--- src/hw/pmonoff_pkg.sv ---
// package of the on/off and status command block: command codes,
// field positions, reset values and the carrier structs.
// assumes a command-code addressed port fed by the bus transport.
package pmonoff_pkg;

   // command codes
   localparam logic [7:0] CMD_OPERATION   = 8'h01;
   localparam logic [7:0] CMD_ONOFF_CFG   = 8'h02;
   localparam logic [7:0] CMD_CLEAR_FLT   = 8'h03;
   localparam logic [7:0] CMD_VOUT_FMT    = 8'h20;
   localparam logic [7:0] CMD_VOUT_SET    = 8'h21;
   localparam logic [7:0] CMD_STAT_BYTE   = 8'h78;
   localparam logic [7:0] CMD_STAT_WORD   = 8'h79;

   // operation register fields
   localparam int         OP_ACT_HI       = 7;
   localparam int         OP_ACT_LO       = 6;
   localparam int         OP_MRG_HI       = 5;
   localparam int         OP_MRG_LO       = 4;
   localparam logic [1:0] OP_ACT_SOFT_OFF = 2'h1;
   localparam logic [1:0] OP_ACT_ON       = 2'h2;
   localparam logic [1:0] OP_MRG_NONE     = 2'h0;

   // on/off configuration fields
   localparam int         CFG_OFF_MODE    = 0;
   localparam int         CFG_PIN_POL     = 1;
   localparam int         CFG_PIN_EN      = 2;
   localparam int         CFG_OP_EN       = 3;

   // output voltage format fields
   localparam int         FMT_EXP_HI      = 4;
   localparam logic [2:0] FMT_LINEAR      = 3'h0;

   // status word bit positions
   localparam int         SW_PGOOD_N      = 11;
   localparam int         SW_MFR          = 12;
   localparam int         SW_INPUT        = 13;
   localparam int         SW_IOUT         = 14;
   localparam int         SW_VOUT         = 15;

   // values after reset
   localparam logic [7:0]  OP_RESET       = 8'h40;
   localparam logic [7:0]  CFG_RESET      = 8'h0a;
   localparam logic [15:0] VSET_RESET     = 16'h0000;
   localparam logic [4:0]  VEXP_DEFAULT   = 5'h17;

   // fault and warning conditions, also the latched flags
   typedef struct packed {
      logic other;     // not covered by any summary bit
      logic cml;       // communication fault
      logic temp;      // temperature fault or warning
      logic vin_uv;    // input under-voltage fault
      logic iout_oc;   // output over-current fault
      logic vout_ov;   // output over-voltage fault
      logic mfr;       // maker-specific fault or warning
      logic input_any; // any input fault or warning
      logic iout_any;  // any output current/power fault or warning
      logic vout_any;  // any output voltage fault or warning
   } pmonoff_flt_t;

   // command request from the transport
   typedef struct packed {
      logic        valid;
      logic        write;
      logic [7:0]  code;
      logic [15:0] wdata;
   } pmonoff_req_t;

   // answer to the transport
   typedef struct packed {
      logic        valid;
      logic        err;
      logic [15:0] rdata;
   } pmonoff_rsp_t;

   // whole module state
   typedef struct packed {
      logic [7:0]   op;
      logic [7:0]   cfg;
      logic [15:0]  vset;
      logic         op_on;
      pmonoff_flt_t flt;
      logic         latched_off;
      logic         alert;
      logic         ctl_meta;
      logic         ctl_sync;
      logic         unit_en;
      logic         off_seq;
      logic         pwr_off;
      logic         pgood_n;
      pmonoff_rsp_t rsp;
   } pmonoff_state_t;

endpackage : pmonoff_pkg

--- src/hw/pmonoff_regs.sv ---
// on/off control, clear-faults handling and status summary registers.
// assumes command writes/reads arrive decoded by code from the transport,
// fault conditions and power state come from logic on sys_clk, the control
// pin comes from outside and is synchronised here.
//
// Summary of operation
// - operation 01 in top bits soft-off sequenced; 10 with 00 margin turns on.
// - commanded mode holds until new operation write; a control pin change leaves it.
// - config bit 0 ignored; turn-off always uses programmed delay and fall.
// - config bit 1 picks control pin polarity: 0 low starts, 1 high starts.
// - config bit 2 clear ignores pin; set requires pin asserted to start.
// - config bit 3 clear ignores operation; set requires operation on.
// - both requirements enabled means on only while both are on.
// - clear-faults clears every latched fault and warning status bit.
// - clear-faults releases the alert output if asserted.
// - after clear-faults unit resumes per configured on/off state.
// - faults still present at clear-faults set their bit again immediately.
// - format register read-only: exponent in bits 4:0, linear code 000 above.
// - 16-bit set-point mantissa writable at run time, scaled by exponent.
// - status byte bit 0 flags a fault not in bits 7 to 1.
// - status byte bit 1 flags a communication fault.
// - byte bit 2 temperature fault or warning; bit 3 input under-voltage.
// - byte bit 4 output over-current fault; bit 5 output over-voltage.
// - byte bit 6 set whenever unit is not delivering output power.
// - status word low byte equals the status byte.
// - status word bit 11 set while power-good is negated.
// - word bit 12 maker-specific fault or warning; bit 13 input related.
// - word bit 14 output current or power; bit 15 output voltage.
// - clear-faults is command code 03 with no data bytes.
`timescale 1ns/1ps
`default_nettype none

module pmonoff_regs #(
   parameter logic [4:0] VOUT_EXP = pmonoff_pkg::VEXP_DEFAULT  // exponent, two's complement
) (
   // clock and reset
   input  wire logic                      sys_clk,
   input  wire logic                      arst_n,
   // command port from the transport
   input  wire pmonoff_pkg::pmonoff_req_t req,
   output var  pmonoff_pkg::pmonoff_rsp_t rsp,
   // control pin, asynchronous
   input  wire logic                      ctl_pin,
   // condition inputs from the converter logic
   input  wire pmonoff_pkg::pmonoff_flt_t flt_cond,
   input  wire logic                      fault_shutdown,
   input  wire logic                      pwr_active,
   input  wire logic                      pgood,
   // power stage control
   output logic                           unit_en,
   output logic                           off_seq,
   output logic [15:0]                    vout_mantissa,
   // alert, open drain
   output logic                           alert_o,
   output logic                           alert_oe
);

   pmonoff_pkg::pmonoff_state_t st_reg;
   pmonoff_pkg::pmonoff_state_t st_next;

   logic       pin_on;
   logic       want_on;
   logic       clr;
   logic       wr;
   logic       rd;
   logic [7:0] sbyte;
   logic [15:0] sword;
   logic [7:0] fmt;

   // operation field bounds, declared before the decode reads them
   localparam int OP_HI = pmonoff_pkg::OP_ACT_HI;
   localparam int OP_LO = pmonoff_pkg::OP_ACT_LO;
   localparam int MG_HI = pmonoff_pkg::OP_MRG_HI;
   localparam int MG_LO = pmonoff_pkg::OP_MRG_LO;

   // request decode
   assign wr  = req.valid && req.write;
   assign rd  = req.valid && !req.write;
   assign clr = wr && (req.code == pmonoff_pkg::CMD_CLEAR_FLT);

   // pin asserted in the configured sense
   assign pin_on = (st_reg.ctl_sync == st_reg.cfg[pmonoff_pkg::CFG_PIN_POL]);

   // on condition from pin and operation requirements
   assign want_on = (!st_reg.cfg[pmonoff_pkg::CFG_PIN_EN] || pin_on)
                 && (!st_reg.cfg[pmonoff_pkg::CFG_OP_EN] || st_reg.op_on);

   // status summary composition
   assign sbyte = {1'b0,
                   st_reg.pwr_off,
                   st_reg.flt.vout_ov,
                   st_reg.flt.iout_oc,
                   st_reg.flt.vin_uv,
                   st_reg.flt.temp,
                   st_reg.flt.cml,
                   st_reg.flt.other};
   assign sword = {st_reg.flt.vout_any,
                   st_reg.flt.iout_any,
                   st_reg.flt.input_any,
                   st_reg.flt.mfr,
                   st_reg.pgood_n,
                   3'h0,
                   sbyte};
   assign fmt   = {pmonoff_pkg::FMT_LINEAR, VOUT_EXP};

   // next-state logic
   always_comb begin
      st_next          = st_reg;
      // control pin synchroniser
      st_next.ctl_meta = ctl_pin;
      st_next.ctl_sync = st_reg.ctl_meta;

      // register writes
      if (wr && req.code == pmonoff_pkg::CMD_OPERATION) begin
         st_next.op = req.wdata[7:0];
         if (req.wdata[OP_HI:OP_LO] == pmonoff_pkg::OP_ACT_SOFT_OFF) begin
            st_next.op_on = 1'b0;
         end else if (req.wdata[OP_HI:OP_LO] == pmonoff_pkg::OP_ACT_ON
                      && req.wdata[MG_HI:MG_LO] == pmonoff_pkg::OP_MRG_NONE) begin
            st_next.op_on = 1'b1;
         end
      end else if (wr && req.code == pmonoff_pkg::CMD_ONOFF_CFG) begin
         st_next.cfg = {4'h0, req.wdata[3:0]}; // bit 0 kept, never used
      end else if (wr && req.code == pmonoff_pkg::CMD_VOUT_SET) begin
         st_next.vset = req.wdata;
      end

      // fault flags: conditions set, clear-faults clears, set wins
      if (clr) begin
         st_next.flt         = flt_cond;
         st_next.latched_off = fault_shutdown;
      end else begin
         st_next.flt         = st_reg.flt | flt_cond;
         st_next.latched_off = st_reg.latched_off | fault_shutdown;
      end
      st_next.alert = (clr ? 1'b0 : st_reg.alert) | (|flt_cond);

      // unit enable, held until operation, pin or a latched shutdown asks otherwise
      st_next.unit_en = want_on && !st_next.latched_off;
      // every turn-off runs the programmed delay and fall
      st_next.off_seq = st_reg.unit_en && !st_next.unit_en;
      st_next.pwr_off = !(st_reg.unit_en && pwr_active);
      st_next.pgood_n = !pgood;

      // command answer, one cycle after the request
      st_next.rsp.valid = req.valid;
      st_next.rsp.err   = 1'b0;
      st_next.rsp.rdata = 16'h0000;
      if (rd) begin
         if (req.code == pmonoff_pkg::CMD_OPERATION) begin
            st_next.rsp.rdata = {8'h00, st_reg.op};
         end else if (req.code == pmonoff_pkg::CMD_ONOFF_CFG) begin
            st_next.rsp.rdata = {8'h00, st_reg.cfg};
         end else if (req.code == pmonoff_pkg::CMD_VOUT_FMT) begin
            st_next.rsp.rdata = {8'h00, fmt};
         end else if (req.code == pmonoff_pkg::CMD_VOUT_SET) begin
            st_next.rsp.rdata = st_reg.vset;
         end else if (req.code == pmonoff_pkg::CMD_STAT_BYTE) begin
            st_next.rsp.rdata = {8'h00, sbyte};
         end else if (req.code == pmonoff_pkg::CMD_STAT_WORD) begin
            st_next.rsp.rdata = sword;
         end else begin
            st_next.rsp.err = 1'b1;
         end
      end else if (wr) begin
         if (req.code != pmonoff_pkg::CMD_OPERATION
             && req.code != pmonoff_pkg::CMD_ONOFF_CFG
             && req.code != pmonoff_pkg::CMD_CLEAR_FLT
             && req.code != pmonoff_pkg::CMD_VOUT_SET) begin
            st_next.rsp.err = 1'b1; // read-only or unknown code
         end
      end
      // a refused command is a communication fault
      if (st_next.rsp.err) begin
         st_next.flt.cml = 1'b1;
         st_next.alert   = 1'b1;
      end
   end

   // state register
   always_ff @(posedge sys_clk or negedge arst_n) begin
      if (!arst_n) begin
         st_reg             <= '0;
         st_reg.op          <= pmonoff_pkg::OP_RESET;
         st_reg.cfg         <= pmonoff_pkg::CFG_RESET;
         st_reg.vset        <= pmonoff_pkg::VSET_RESET;
         st_reg.pwr_off     <= 1'b1;
         st_reg.pgood_n     <= 1'b1;
      end else begin
         st_reg <= st_next;
      end
   end

   // outputs straight from the state, alert_o tied low
   assign rsp           = st_reg.rsp;
   assign unit_en       = st_reg.unit_en;
   assign off_seq       = st_reg.off_seq;
   assign vout_mantissa = st_reg.vset;
   assign alert_o       = 1'b0;
   assign alert_oe      = st_reg.alert;
endmodule : pmonoff_regs

`default_nettype wire

--- config.mk ---
export PLATFORM = sky130hd
export DESIGN_NAME = pmonoff_regs
export DESIGN_NICKNAME = d
export VERILOG_FILES = /design/src/hw/pmonoff_pkg.sv /design/src/hw/pmonoff_regs.sv
export SDC_FILE = /design/constraint.sdc
export NUM_CORES = 1
export LEC_CHECK = 0
export ABC_AREA = 1
export ABC_CLOCK_PERIOD_IN_PS = 2250
export BUFFER_PORTS_ARGS = -buffer_cell sky130_fd_sc_hd__buf_2
export CORE_MARGIN = 2
export CORE_UTILIZATION = 57
export DETAILED_ROUTE_END_ITERATION = 16
export PLACE_DENSITY = 0.94
export SLEW_MARGIN = 20
export SYNTH_ARGS = -nofsm -noshare
export SYNTH_HDL_FRONTEND = slang
export SYNTH_SLANG_ARGS = --single-unit
--- constraint.sdc ---
create_clock -name sys_clk -period 2.25 [get_ports sys_clk]
set_input_delay 0.675 -clock sys_clk [delete_from_list [all_inputs] [get_ports sys_clk]]
set_output_delay 0.675 -clock sys_clk [all_outputs]
set_load 0.005 [all_outputs]
==> qor.csv <==
metric,value,unit
FF-to-FF path depth,6,
post-DP HPWL,5180,um
met3 usage,5.70,%
FF-to-FF Start,st_reg[54],
GRT overflow,0,
Pre-Repair DR Iteration Count,4,
Clock Latency Late Sink,0.34,ns
top-area cell type share of the netlist area,48.3,%
vias in the first global route,2501,
Yosys reg bits,65,
Num CTS Buffers,9,
layout cells sized above 1,32.1,%
startpoint types,primary input,
"area leader, netlist",dfrtp_1,
row cnt,26,
total die area,0.00607,mm2
root buffer cell,clkbuf_8,
Gate Count Post-Synth,347,
Worst Path Buf+Inv,3,
Min-Delay Path Class,in2async,
Max Clk Rate,541,MHz
Core ar.,0.00517,mm2
placed cells,459,
chip height,77.9,um
Synth Net Count,389,
clock sinks,65,
Final Max Tran Viols,0,
Vias/cell,5.10,
# DRC,0,
CP max FO,24,
time the worst path needs with I/O delays and setup,1.85,ns
"top cells by area, synth","dfrtp_1 (48%), nand2_1 (9.9%), buf_4 (8.9%)",
hold_buf cts,0,
htree depth,3,
top-count cell post-synth,nand2_1,
WHS,0.308,ns
Synth Flop Type,dfrtp_1,
Resized Gates After CTS,0,
Clock Pin Slew Worst Setup and Hold Paths,0.07,ns
RSZ-0062 raised after global routing,no,
Required @ worst endpoint,2.45,ns
NumNets Final,442,
Netlist cell types,36,
PnR worst setup slack,0.402,ns
CP top delay family,simple AND/OR/NAND/NOR gates,
max incr delay on CP,0.23,ns
r2r setup slk,1.13,ns
Avg Inst Size Synth,8.97,um2
Final Hold Viols,0,
number of synthesized flops with an enable pin,0,
Wirelength per Cell,14.9,um
endpoints failing setup,0,
Top Ports,80,
synth warn,0,
global-route usage over all layers,25.1,%
Max-cap violations,0,
total negative slack,0,ns
initial antenna violation count,0,
GP Congestion,0.911,
critical path arrival,2.05,ns
element type at the critical path end,flop,
antenna diode count,0,
global-route wire length before repair,11600,um
area delta synth->final,13.0,%
Routed Antenna Nets,0,
register area share after synthesis,52.5,%
CTS tree,yes,
status,finished clean,
pre-CTS setup slack,0.133,ns
most numerous cell on the critical path,nand2_4,
asr flop ratio synth,100,%
mapped cell area,0.00311,mm2
Starting DRT DRC Count,199,
PortBufs,78,
GR Util met2,41.8,%
Rel. slew slack,65.2,%
Die Wd,77.9,um
number of flip-flops under the largest register name,20,
critical path class,in2reg,
Layout Cells excl Fill,475,
# Post-CTS Setup Buffers,0,
grt met1 use,31.8,%
Final period util,82.1,%
Initial Util,60.2,%
Setup Skew,0.00586,ns
Slew @ Worst Pin,0.521,ns
slowest CP cell,nor2_1,
final WL,7060,um
Peak VDD IR,0.000405,V
Vias,2421,
CTS Buffer Depth,2,
Power Density,655,mW/mm2
gr busiest metal,met2,
critical path cell sequence,buf_2 > nor2_1 > nand2_2 > inv_1 > nand2_4 > inv_4 > nand2_4 > nand2_1 > o21ai_0,
RR Endpoint,off_seq,
leakage power,1.98,nW
pin count of the biggest net entering global routing,45,
Post-synth top cells,"nand2_1 (82), dfrtp_1 (60), inv_1 (39)",
## final cells by class
cell class                 count  area (um2)
clock buffer                  14         183
clock inverter                 2        10.0
fill                         405        1660
inverter                      44         170
multi-input combinational    197         992
sequential                    65        1630
tap                           70        87.6
timing repair buffer          83         440
## per-layer routing
layer / wire length, um / vias to the layer above
met3: 361 / 15
li1: - / 1164
met5: 0 / -
met4: 149 / 0
met2: 3570 / 82
met1: 2980 / 1160
## worst max path at each step
stage | from | endpoint | slack [ns] | depth (start not counted)
after floorplan | req[19] | st_reg[65] | 0.52 | 9
after global placement | req[19] | vout_mantissa[4] | 0.23 | 9
after detailed placement | req[19] | vout_mantissa[2] | 0.13 | 9
after CTS | req[19] | vout_mantissa[7] | 0.44 | 9
after global routing | req[19] | vout_mantissa[7] | 0.28 | 9
final | req[19] | vout_mantissa[7] | 0.40 | 9
## through the flow
stage	total power (W)	utilization [%]	cell area (um2)
after detailed placement	0.00139	64.2	3320
after global routing	0.00239	68.0	3520
final	0.00230	68.0	3520
after floorplan	0.00130	-	3110
after CTS	0.00232	68.0	3520
after global placement	0.00138	64.2	3320
## where the power goes
group          total [W]  internal, W  switching [W]
sequential       0.00121      0.00119      0.0000137
combinational   0.000164    0.0000616       0.000102
clock           0.000934     0.000517       0.000417
total            0.00230      0.00177       0.000533
## cells by family after synthesis
kind of cell	count (synthesis)	synth area share, %
and+or+nand+nor	149	22.2
other	1	0.121
DFF	65	52.5
buffers and inverters	85	15.6
AOI/OAI and AO/OA	47	9.61
## cells in the final DEF (no fill, tap or decap), drive strengths merged, types with 2 or more instances in the layout
master  count
nand3      13
clkbuf     14
a21oi      10
o21ai      24
nor3        4
nand2      89
a31oi       2
nor2       30
nand4       7
inv        43
o21bai      3
and3        2
dfrtp      60
nor3b       2
o211ai      4
buf        83
dfstp       5
a21o        2
clkinv      3
Power figures use the tool's default switching activity.
